==> src/hw/cssp_regs.svh <==
`ifndef CSSP_REGS_SVH
`define CSSP_REGS_SVH

// Register indices on the plain register port
`define CSSP_TXBUF 4'h0
`define CSSP_RXBUF 4'h1
`define CSSP_BRG 4'h2
`define CSSP_MODE 4'h3
`define CSSP_CTL0 4'h4
`define CSSP_CTL1 4'h5
`define CSSP_SMR1 4'h6
`define CSSP_SMR2 4'h7
`define CSSP_SMR3 4'h8
`define CSSP_SMR4 4'h9
`define CSSP_SHARED_SERIAL_CONTROL 4'ha

// Operating mode codes
`define CSSP_MODE_OFF 3'h0
`define CSSP_MODE_SYNC 3'h1

// Field positions: serial_mode_reg
`define CSSP_SRC_SEL 3
// Field positions: transfer_control_0
`define CSSP_FLOW_DIR 2
`define CSSP_SHIFT_EMPTY_FLAG 3
`define CSSP_FLOW_DIS 4
`define CSSP_OD_SEL 5
`define CSSP_EDGE_SEL 6
`define CSSP_ORDER_SEL 7
// Field positions: transfer_control_1
`define CSSP_TX_EN 0
`define CSSP_TBE 1
`define CSSP_RX_EN 2
`define CSSP_RXDONE 3
`define CSSP_IRS2 4
`define CSSP_RRM2 5
`define CSSP_INV 6
// Field positions: shared_serial_control and special_mode_3
`define CSSP_RRM0 2
`define CSSP_PIN_CHOICE 4
`define CSSP_DUAL_EN 5
`define CSSP_ALT_CTS 6
`define CSSP_DRV_SEL 3
// Overrun flag position in rx_buffer
`define CSSP_OVR_BIT 12

// Reset value of every control byte
`define CSSP_RST_BYTE 8'h00
// Bit counter values: seventh and eighth sampled bit
`define CSSP_BIT7 3'h6
`define CSSP_BIT8 3'h7
// Prescaler terminal counts for f1, f2, f8 and f32
`define CSSP_PRE_F1 5'h00
`define CSSP_PRE_F2 5'h01
`define CSSP_PRE_F8 5'h07
`define CSSP_PRE_F32 5'h1f

`endif

==> src/hw/cssp_pkg.sv <==
package cssp_pkg;

    typedef enum logic [0:0] {
        CSSP_IDLE = 1'b0,
        CSSP_SHIFT = 1'b1
    } cssp_phase_t;

    typedef struct packed {
        logic wr;
        logic rd;
        logic [3:0] addr;
        logic [15:0] wdata;
    } cssp_bus_t;

    typedef struct packed {
        logic o;
        logic oe;
    } cssp_pin_t;

    typedef struct packed {
        logic [4:0] pre;
        logic [7:0] div;
        logic tick;
    } cssp_brg_state_t;

    typedef struct packed {
        cssp_phase_t phase;
        logic [7:0] txbuf;
        logic [7:0] rxbuf;
        logic [7:0] sh_tx;
        logic [7:0] sh_rx;
        logic [7:0] brg;
        logic [7:0] mode;
        logic [7:0] ctl0;
        logic [7:0] ctl1;
        logic [7:0] smr1;
        logic [7:0] smr2;
        logic [7:0] smr3;
        logic [7:0] smr4;
        logic [7:0] shared_serial_control;
        logic tbe;
        logic shift_empty_flag;
        logic rxdone;
        logic ovr;
        logic sclk;
        logic txd_lvl;
        logic started;
        logic [2:0] cnt;
        logic ext_prev;
        logic [15:0] rd_data;
        logic tx_irq;
        logic rx_irq;
        cssp_pin_t txd;
        cssp_pin_t sclkp;
        cssp_pin_t alt;
        cssp_pin_t flow;
    } cssp_state_t;

endpackage

==> src/hw/cssp_chan.sv <==
`timescale 1ns/1ps
`include "cssp_regs.svh"

// Function
// - Mode 001b runs, 000b disables
// - Source select: drive or accept clock pin
// - Prescaler feeds eight-bit divider register
// - Eight-bit buffers; receive buffer holds overrun
// - Shift-empty and buffer-empty status flags
// - Reception-complete flag on byte arrival
// - Flow pin: port, CTS or RTS
// - Edge select and bit order select
// - Invert bit inverts sent and received
// - Per-channel transmit interrupt source select
// - Continuous receive bit per channel
// - Push-pull or open-drain data output
// - Special mode 3 sets clock drive
// - Data output high until first transfer
// - Transfers need transmit enabled, even to receive
// - Second channel clock on two pins
// - Alternate CTS taken from shared pin
// - Internal rate is fj over 2(n+1)
// - Transmit interrupt at load or finish
// - Overrun at seventh bit while unread
// - Continuous receive: read clears buffer-empty
module cssp_chan #(
    parameter int CH_ID = 0
) (
    input wire logic core_clk,
    input wire logic rst_n,
    input cssp_pkg::cssp_bus_t bus,
    output logic [15:0] rd_data,
    input wire logic serial_in_pin,
    input wire logic sclk_pin_i,
    input wire logic flow_ctl_pin_i,
    input wire logic shared_port_pin_i,
    output logic serial_out_pin_o,
    output logic serial_out_pin_oe,
    output logic sclk_pin_o,
    output logic sclk_pin_oe,
    output logic alt_sclk_pin_o,
    output logic alt_sclk_pin_oe,
    output logic flow_ctl_pin_o,
    output logic flow_ctl_pin_oe,
    output logic tx_irq,
    output logic rx_irq
);
    cssp_pkg::cssp_state_t s_q;
    cssp_pkg::cssp_state_t s_d;
    logic tick;

    // Pin drive: open drain only pulls low, push-pull drives both
    function automatic cssp_pkg::cssp_pin_t drive(input logic en,
        input logic lvl, input logic od);
        drive.o = od ? 1'b0 : lvl;
        drive.oe = en & (od ? ~lvl : 1'b1);
    endfunction

    // Configuration decode
    logic mode_on;
    logic ext;
    logic pol;
    logic msb;
    logic od;
    logic te;
    logic re;
    logic inv;
    logic irs;
    logic rrm;
    logic cts_pin;
    logic cts_ok;
    logic ready;
    logic out_ev;
    logic smp_ev;
    logic start;
    logic fin;
    logic rd_rx;
    logic [7:0] rx_next;

    assign mode_on = s_q.mode[2:0] == `CSSP_MODE_SYNC;
    assign ext = s_q.mode[`CSSP_SRC_SEL];
    assign pol = s_q.ctl0[`CSSP_EDGE_SEL];
    assign msb = s_q.ctl0[`CSSP_ORDER_SEL];
    // third channel output is always open drain
    assign od = (CH_ID == 2) ? 1'b1 : s_q.ctl0[`CSSP_OD_SEL];
    assign te = s_q.ctl1[`CSSP_TX_EN];
    assign re = s_q.ctl1[`CSSP_RX_EN];
    assign inv = s_q.ctl1[`CSSP_INV];
    // interrupt source bit location depends on channel
    assign irs = (CH_ID == 2) ? s_q.ctl1[`CSSP_IRS2] : s_q.shared_serial_control[CH_ID];
    // continuous receive bit location depends on channel
    assign rrm = (CH_ID == 2) ? s_q.ctl1[`CSSP_RRM2]
        : s_q.shared_serial_control[`CSSP_RRM0 + CH_ID];
    // first channel may take CTS from the shared pin
    assign cts_pin = (CH_ID == 0 && s_q.shared_serial_control[`CSSP_ALT_CTS])
        ? shared_port_pin_i : flow_ctl_pin_i;
    // CTS only gates the start of a byte
    assign cts_ok = s_q.ctl0[`CSSP_FLOW_DIS] | s_q.ctl0[`CSSP_FLOW_DIR]
        | ~cts_pin;
    assign ready = mode_on & te & ~s_q.tbe;
    assign start = (s_q.phase == cssp_pkg::CSSP_IDLE) & ready & cts_ok;
    assign rd_rx = bus.rd && bus.addr == `CSSP_RXBUF;

    // output edge is where the clock reaches the pol level
    assign out_ev = ext ? (s_q.ext_prev != sclk_pin_i && sclk_pin_i == pol)
        : (tick && ~s_q.sclk == pol);
    assign smp_ev = ext ? (s_q.ext_prev != sclk_pin_i && sclk_pin_i != pol)
        : (tick && ~s_q.sclk != pol);
    assign fin = (s_q.phase == cssp_pkg::CSSP_SHIFT) && smp_ev
        && s_q.cnt == `CSSP_BIT8 && mode_on;
    // bit order on the receive side
    assign rx_next = msb ? {s_q.sh_rx[6:0], serial_in_pin}
        : {serial_in_pin, s_q.sh_rx[7:1]};

    // divider runs only while shifting internally
    cssp_brg u_brg (
        .core_clk(core_clk),
        .rst_n(rst_n),
        .run(mode_on && !ext && s_q.phase == cssp_pkg::CSSP_SHIFT),
        .prescale_sel(s_q.ctl0[1:0]),
        .divider(s_q.brg),
        .tick(tick)
    );

    // Next state: read side effects, engine, mode, then writes
    always_comb
    begin
        s_d = s_q;
        s_d.tx_irq = 1'b0;
        s_d.rx_irq = 1'b0;
        s_d.rd_data = 16'h0000;
        s_d.ext_prev = sclk_pin_i;
        // Register reads; data stand for one cycle only
        if (bus.rd)
        begin
            if (bus.addr == `CSSP_RXBUF)
            begin
                s_d.rd_data = {3'h0, s_q.ovr, 4'h0,
                    inv ? ~s_q.rxbuf : s_q.rxbuf};
                s_d.rxdone = 1'b0;
                if (rrm && mode_on)
                    s_d.tbe = 1'b0;
            end
            else if (bus.addr == `CSSP_MODE)
                s_d.rd_data = {8'h00, s_q.mode};
            else if (bus.addr == `CSSP_CTL0)
                s_d.rd_data = {8'h00, s_q.ctl0[7:4], s_q.shift_empty_flag,
                    s_q.ctl0[2:0]};
            else if (bus.addr == `CSSP_CTL1)
                s_d.rd_data = {8'h00, s_q.ctl1[7:4], s_q.rxdone,
                    s_q.ctl1[2], s_q.tbe, s_q.ctl1[0]};
            else if (bus.addr == `CSSP_SMR1)
                s_d.rd_data = {8'h00, s_q.smr1};
            else if (bus.addr == `CSSP_SMR2)
                s_d.rd_data = {8'h00, s_q.smr2};
            else if (bus.addr == `CSSP_SMR3)
                s_d.rd_data = {8'h00, s_q.smr3};
            else if (bus.addr == `CSSP_SMR4)
                s_d.rd_data = {8'h00, s_q.smr4};
            else if (bus.addr == `CSSP_SHARED_SERIAL_CONTROL)
                s_d.rd_data = {8'h00, s_q.shared_serial_control};
            else
                s_d.rd_data = 16'h0000;
        end
        // Frame start: buffer moves to the shift register
        if (start)
        begin
            s_d.phase = cssp_pkg::CSSP_SHIFT;
            // data inverted on the way out
            s_d.sh_tx = inv ? ~s_q.txbuf : s_q.txbuf;
            s_d.tbe = 1'b1;
            s_d.shift_empty_flag = 1'b0;
            s_d.cnt = 3'h0;
            s_d.started = 1'b1;
            if (!irs)
                s_d.tx_irq = 1'b1;
        end
        else if (s_q.phase == cssp_pkg::CSSP_SHIFT)
        begin
            // Internal clock toggles on every half-period tick
            if (!ext && tick)
                s_d.sclk = ~s_q.sclk;
            // one bit out per output edge
            if (out_ev)
            begin
                s_d.txd_lvl = msb ? s_q.sh_tx[7] : s_q.sh_tx[0];
                s_d.sh_tx = msb ? {s_q.sh_tx[6:0], 1'b0}
                    : {1'b0, s_q.sh_tx[7:1]};
            end
            // one bit in per sampling edge
            if (smp_ev)
            begin
                s_d.sh_rx = rx_next;
                s_d.cnt = s_q.cnt + 3'h1;
                // seventh bit arrives with old byte unread
                if (s_q.cnt == `CSSP_BIT7 && s_q.rxdone && !rd_rx && re)
                    s_d.ovr = 1'b1;
                if (s_q.cnt == `CSSP_BIT8)
                begin
                    s_d.phase = cssp_pkg::CSSP_IDLE;
                    s_d.shift_empty_flag = 1'b1;
                    if (irs)
                        s_d.tx_irq = 1'b1;
                    // byte lands in the receive buffer
                    if (re)
                    begin
                        s_d.rxbuf = rx_next;
                        s_d.rxdone = 1'b1;
                        s_d.rx_irq = 1'b1;
                    end
                end
            end
        end
        // Overrun is cleared by stopping reception, and by mode off below
        if (!re)
            s_d.ovr = 1'b0;
        if (!mode_on)
        begin
            s_d.phase = cssp_pkg::CSSP_IDLE;
            s_d.tbe = 1'b1;
            s_d.shift_empty_flag = 1'b1;
            s_d.rxdone = 1'b0;
            s_d.ovr = 1'b0;
            s_d.started = 1'b0;
            s_d.txd_lvl = 1'b1;
            s_d.tx_irq = 1'b0;
            s_d.rx_irq = 1'b0;
        end
        // Idle clock level follows the polarity select
        if (s_d.phase == cssp_pkg::CSSP_IDLE)
            s_d.sclk = ~pol;
        // Register writes; a write to tx_buffer marks data present
        if (bus.wr)
        begin
            if (bus.addr == `CSSP_TXBUF)
            begin
                s_d.txbuf = bus.wdata[7:0];
                s_d.tbe = 1'b0;
            end
            else if (bus.addr == `CSSP_BRG)
                // divider value in bits 0 to 7
                s_d.brg = bus.wdata[7:0];
            else if (bus.addr == `CSSP_MODE)
                s_d.mode = bus.wdata[7:0];
            else if (bus.addr == `CSSP_CTL0)
                s_d.ctl0 = {bus.wdata[7:4], 1'b0, bus.wdata[2:0]};
            else if (bus.addr == `CSSP_CTL1)
                s_d.ctl1 = {bus.wdata[7:4], 1'b0, bus.wdata[2],
                    1'b0, bus.wdata[0]};
            else if (bus.addr == `CSSP_SMR1)
                s_d.smr1 = bus.wdata[7:0];
            else if (bus.addr == `CSSP_SMR2)
                s_d.smr2 = bus.wdata[7:0];
            else if (bus.addr == `CSSP_SMR3)
                // only the drive select bit is kept
                s_d.smr3 = bus.wdata[7:0] & 8'h08;
            else if (bus.addr == `CSSP_SMR4)
                s_d.smr4 = bus.wdata[7:0];
            else if (bus.addr == `CSSP_SHARED_SERIAL_CONTROL)
                s_d.shared_serial_control = bus.wdata[7:0] & 8'h7f;
        end
        // data pin from the next level
        s_d.txd = drive(s_d.mode[2:0] == `CSSP_MODE_SYNC, s_d.txd_lvl,
            (CH_ID == 2) ? 1'b1 : s_d.ctl0[`CSSP_OD_SEL]);
        s_d.sclkp = drive(s_d.mode[2:0] == `CSSP_MODE_SYNC
            && !s_d.mode[`CSSP_SRC_SEL],
            (CH_ID == 1 && s_d.shared_serial_control[`CSSP_DUAL_EN]
            && s_d.shared_serial_control[`CSSP_PIN_CHOICE])
            ? ~s_d.ctl0[`CSSP_EDGE_SEL] : s_d.sclk,
            s_d.smr3[`CSSP_DRV_SEL]);
        s_d.alt = drive(CH_ID == 1 && s_d.shared_serial_control[`CSSP_DUAL_EN]
            && s_d.mode[2:0] == `CSSP_MODE_SYNC
            && !s_d.mode[`CSSP_SRC_SEL],
            s_d.shared_serial_control[`CSSP_PIN_CHOICE] ? s_d.sclk
            : ~s_d.ctl0[`CSSP_EDGE_SEL],
            s_d.smr3[`CSSP_DRV_SEL]);
        // RTS low while ready with receive enabled and idle, else driven high
        s_d.flow = drive(!s_d.ctl0[`CSSP_FLOW_DIS]
            && s_d.ctl0[`CSSP_FLOW_DIR],
            ~(s_d.mode[2:0] == `CSSP_MODE_SYNC && s_d.ctl1[`CSSP_TX_EN]
            && s_d.ctl1[`CSSP_RX_EN] && !s_d.tbe
            && s_d.phase == cssp_pkg::CSSP_IDLE), 1'b0);
    end

    // State register; all control bytes reset to zero
    always_ff @(posedge core_clk or negedge rst_n)
    begin
        if (!rst_n)
        begin
            s_q <= '0;
            s_q.tbe <= 1'b1;
            s_q.shift_empty_flag <= 1'b1;
            s_q.txd_lvl <= 1'b1;
            s_q.sclk <= 1'b1;
        end
        else
        begin
            s_q <= s_d;
        end
    end

    // Outputs straight from the state register
    assign rd_data = s_q.rd_data;
    assign serial_out_pin_o = s_q.txd.o;
    assign serial_out_pin_oe = s_q.txd.oe;
    assign sclk_pin_o = s_q.sclkp.o;
    assign sclk_pin_oe = s_q.sclkp.oe;
    assign alt_sclk_pin_o = s_q.alt.o;
    assign alt_sclk_pin_oe = s_q.alt.oe;
    assign flow_ctl_pin_o = s_q.flow.o;
    assign flow_ctl_pin_oe = s_q.flow.oe;
    assign tx_irq = s_q.tx_irq;
    assign rx_irq = s_q.rx_irq;
endmodule

==> src/hw/cssp_brg.sv <==
`timescale 1ns/1ps
`include "cssp_regs.svh"

module cssp_brg (
    input wire logic core_clk,
    input wire logic rst_n,
    input wire logic run,
    input wire logic [1:0] prescale_sel,
    input wire logic [7:0] divider,
    output logic tick
);
    cssp_pkg::cssp_brg_state_t s_q;
    cssp_pkg::cssp_brg_state_t s_d;

    // Terminal count of the prescaler for each count source
    function automatic logic [4:0] pre_limit(input logic [1:0] sel);
        case (sel)
            2'h0: pre_limit = `CSSP_PRE_F1;
            2'h1: pre_limit = `CSSP_PRE_F2;
            2'h2: pre_limit = `CSSP_PRE_F8;
            default: pre_limit = `CSSP_PRE_F32;
        endcase
    endfunction

    // Half-period tick every (n+1) source pulses gives fj/(2(n+1))
    always_comb
    begin
        s_d = s_q;
        s_d.tick = 1'b0;
        if (!run)
        begin
            s_d.pre = 5'h00;
            s_d.div = 8'h00;
        end
        else if (s_q.pre >= pre_limit(prescale_sel))
        begin
            s_d.pre = 5'h00;
            if (s_q.div >= divider)
            begin
                s_d.div = 8'h00;
                s_d.tick = 1'b1;
            end
            else
            begin
                s_d.div = s_q.div + 8'h01;
            end
        end
        else
        begin
            s_d.pre = s_q.pre + 5'h01;
        end
    end

    // State register
    always_ff @(posedge core_clk or negedge rst_n)
    begin
        if (!rst_n)
            s_q <= '0;
        else
            s_q <= s_d;
    end

    assign tick = s_q.tick;
endmodule

==> config.mk <==
export PLATFORM = sky130hd
export DESIGN_NAME = cssp_chan
export DESIGN_NICKNAME = d
export VERILOG_FILES = /design/src/hw/cssp_pkg.sv /design/src/hw/cssp_chan.sv /design/src/hw/cssp_brg.sv
export VERILOG_INCLUDE_DIRS = /design/src /design/src/hw
export SDC_FILE = /design/constraint.sdc
export NUM_CORES = 1
export LEC_CHECK = 0
export BUFFER_PORTS_ARGS = -buffer_cell sky130_fd_sc_hd__buf_2
export CORE_UTILIZATION = 42
export DETAILED_ROUTE_END_ITERATION = 8
export GPL_ROUTABILITY_DRIVEN = 0
export PLACE_DENSITY = 0.66
export SLEW_MARGIN = 20
export SYNTH_ARGS = -nofsm -noshare
export SYNTH_HDL_FRONTEND = slang
export SYNTH_SLANG_ARGS = --single-unit
export TNS_END_PERCENT = 30
==> constraint.sdc <==
create_clock -name core_clk -period 4.85 [get_ports core_clk]
set_clock_uncertainty 0.05 [all_clocks]
set_input_delay 0 -clock core_clk [delete_from_list [all_inputs] [get_ports core_clk]]
set_output_delay 0 -clock core_clk [all_outputs]
set_load 0.05 [all_outputs]
==> impl_metrics.tcl <==
set metrics [dict create \
    fin_crit_sh_pct 55.16 \
    viasPerCell 5.397 \
    h-tree-depth 4 \
    grt_pass1_wl_um 25690 \
    synthSimpleGateAreaFrac_pct 10.65 \
    clk_latency_ps 430 \
    max_slew_margin_pct 34.47 \
    cts_tree "done" \
    cts-root-buf "clkbuf_16" \
    tightest_slew_ps 976.4 \
    grt_antenna_before_repair 0 \
    final_common_cell "dfrtp_1" \
    ctsResizeCount 0 \
    path_cells "or2_2 > ha_1 > nand2b_1 > a211oi_1 > o21bai_1 > a21oi_1 > nor2_1 > mux2_2" \
    slew_violations 0 \
    power_density_mw_per_mm2 446.7 \
    cts_buffer_depth 2 \
    multi_input_area_mm2 0.003074 \
    rr_startpoint "s_q[86]$_DFFE_PN0P_" \
    hold_class "in2reg" \
    synth_top_family_by_area "multiplexers" \
    drt_iter0_markers 356 \
    start_util_pct 42.77 \
    hpwl_um 10590 \
    post_cts_buffers 0 \
    grt.overflow.total 0 \
    synth-edff-count 0 \
    fmax_mhz 373.8 \
    cp.required_ps 5110 \
    cts_hold_buf 10 \
    fin_nets 683 \
    hold_viol 0 \
    syn_inst 603 \
    fillers 1441 \
    async_flop_share_pct 100.0 \
    synth_fa_ha_area_share_pct 3.327 \
    wl_um 15720 \
    ys_warn_count 0 \
    cap_violations 0 \
    cts_inserted_buffers 17 \
    finalSetupTns_ps 0 \
    regArea_mm2 0.003408 \
    crit_path_max_fanout 6 \
    io_pins 54 \
    synthMuxAreaShare_pct 15.88 \
    critPathMaxStageDelay_ps 450 \
    final_cell_mix "132 x dfrtp_1, 69 x mux2_2, 51 x nand2_1, 41 x o21ai_0, 36 x buf_2" \
    cts.sinks 136 \
    ys_ff_latch 136 \
    vdd_ir_drop_max_v 0.0002515 \
    netlist_area_mm2 0.006769 \
    grt_use_total_pct 20.76 \
    setup.worst_path.start "s_q[86]$_DFFE_PN0P_" \
    num_vias 4674 \
    hold_start "bus[6]" \
    core_area_mm2 0.01583 \
    grt_start_max_net_pins 89 \
    fp.dieW_um 129.0 \
    post-route-worst-setup-slack_ps 2175 \
    largest-register "s_q" \
    io_buffer_count 37 \
    final_core_util_pct 49.49 \
    setup_viol 0 \
    synth.distinct_cells 60 \
    rsz0062_at_grt "false" \
    grt_pass1_vias 4844 \
    dr.pass1.iters 4 \
    end_kind "flop" \
    criticalPathCategory "reg2reg" \
    startpoint_type "flop" \
    synth_ff_type "dfrtp_1" \
    largest_register_ffs 96 \
    avgSynthCellArea_um2 11.23 \
    dp_slack_ps 2173 \
    cp_slowest_cell "a21oi_1" \
    drc 0 \
    p_leak_nw 3.623 \
    die_h_um 129.0 \
    arrival_ps 2940 \
    yosysSeqAreaShare_pct 50.35 \
    synth-xor-area-share_pct 2.847 \
    ant_nets 0 \
    synth_compound_area_share_pct 12.27 \
    wl_per_cell_um 18.15 \
    fin_crit_ps 2675 \
    die_area_mm2 0.01663 \
    path_clk_slew_ps 60 \
    status "finished, final reports clean" \
    drive_gt1_share_pct 24.62 \
    synthToLayoutAreaGrowth_pct 15.71 \
    std_cell_rows 46 \
    antenna_cells 0 \
]
## stage by stage
step,cells,area [um2],hold WS [ps],power (W)
finish,866,7833,58.80,0.003499
global placement,824,7042,54.33,0.001974
detailed placement,824,7042,71.20,0.002000
CTS,866,7833,41.41,0.003526
floorplan,610,6795,-345.6,0.001834
global route,866,7833,55.69,0.003649
## worst paths after layout
check | cells after the start | slack, ps | end
hold / removal | 2 | 60 | s_q[139]$_DFFE_PN0P_
hold reg to reg | 2 | 450 | s_q[132]$_DFFE_PN0P_
max in group asynchronous | 3 | 3450 | s_q[131]$_DFFE_PN0P_
min in group asynchronous | 2 | 170 | u_brg.s_q[10]$_DFF_PN0_
setup reg to reg | 8 | 2170 | u_brg.s_q[1]$_DFFE_PN0P_
setup / recovery | 8 | 2170 | u_brg.s_q[1]$_DFFE_PN0P_
## cell type report
cell class / count / share of cell area (%)
Multi-Input combinational cell: 412 / 39.25
Timing Repair Buffer: 50 / 4.010
Inverter: 20 / 0.9585
Clock buffer: 18 / 5.607
Clock inverter: 14 / 3.211
Sequential cell: 136 / 43.51
Tap cell: 216 / 3.450
## kinds of logic (layout without fill, tap and decap cells)
logic type               after synthesis  after routing
AO/OA/AOI/OAI                        130            130
buffers and inverters                 62            102
other                                  1              8
AND/OR/NAND/NOR                      137            137
flip-flops                           136            136
adder cells (fa/ha/maj)               18             18
multiplexers                          97             97
XOR/XNOR                              22             22
## cells in the mapped netlist (all sizes together) (6+ instances only)
library cell,instances,area [um2]
inv,19,71.32
nor2,25,96.35
and3,8,50.05
xor2,20,175.2
dfrtp,132,3303
mux2,70,792.0
a21oi,20,100.1
nand2,52,197.7
nand2b,6,45.04
buf,28,185.2
o221ai,6,52.55
nor2b,12,75.07
a21boi,10,75.07
clkbuf,14,52.55
o21ai,45,225.2
a22oi,15,112.6
o21a,6,45.04
mux2i,26,260.3
nand3,11,55.05
nor3,8,66.32
ha,18,225.2
## critical path: cells and delay by family, from the launching register on
family                   cells  cell delay, ps
AO/OA/AOI/OAI                3             800
AND/OR/NAND/NOR              3             690
flip-flops                   1             420
multiplexers                 1             310
adder cells (fa/ha/maj)      1             280
## power breakdown
group          internal [W]  total (W)  switching, W
clock               0.00102    0.00151      0.000486
sequential          0.00130    0.00144      0.000142
combinational      0.000241   0.000547      0.000306
## per-layer routing
metal	routed length, um	GRT usage [%]
met1	7363	28.49
met3	553	4.158
met5	0	0
met2	7491	32.24
met4	307	8.374
Power figures use the tool's default switching activity.
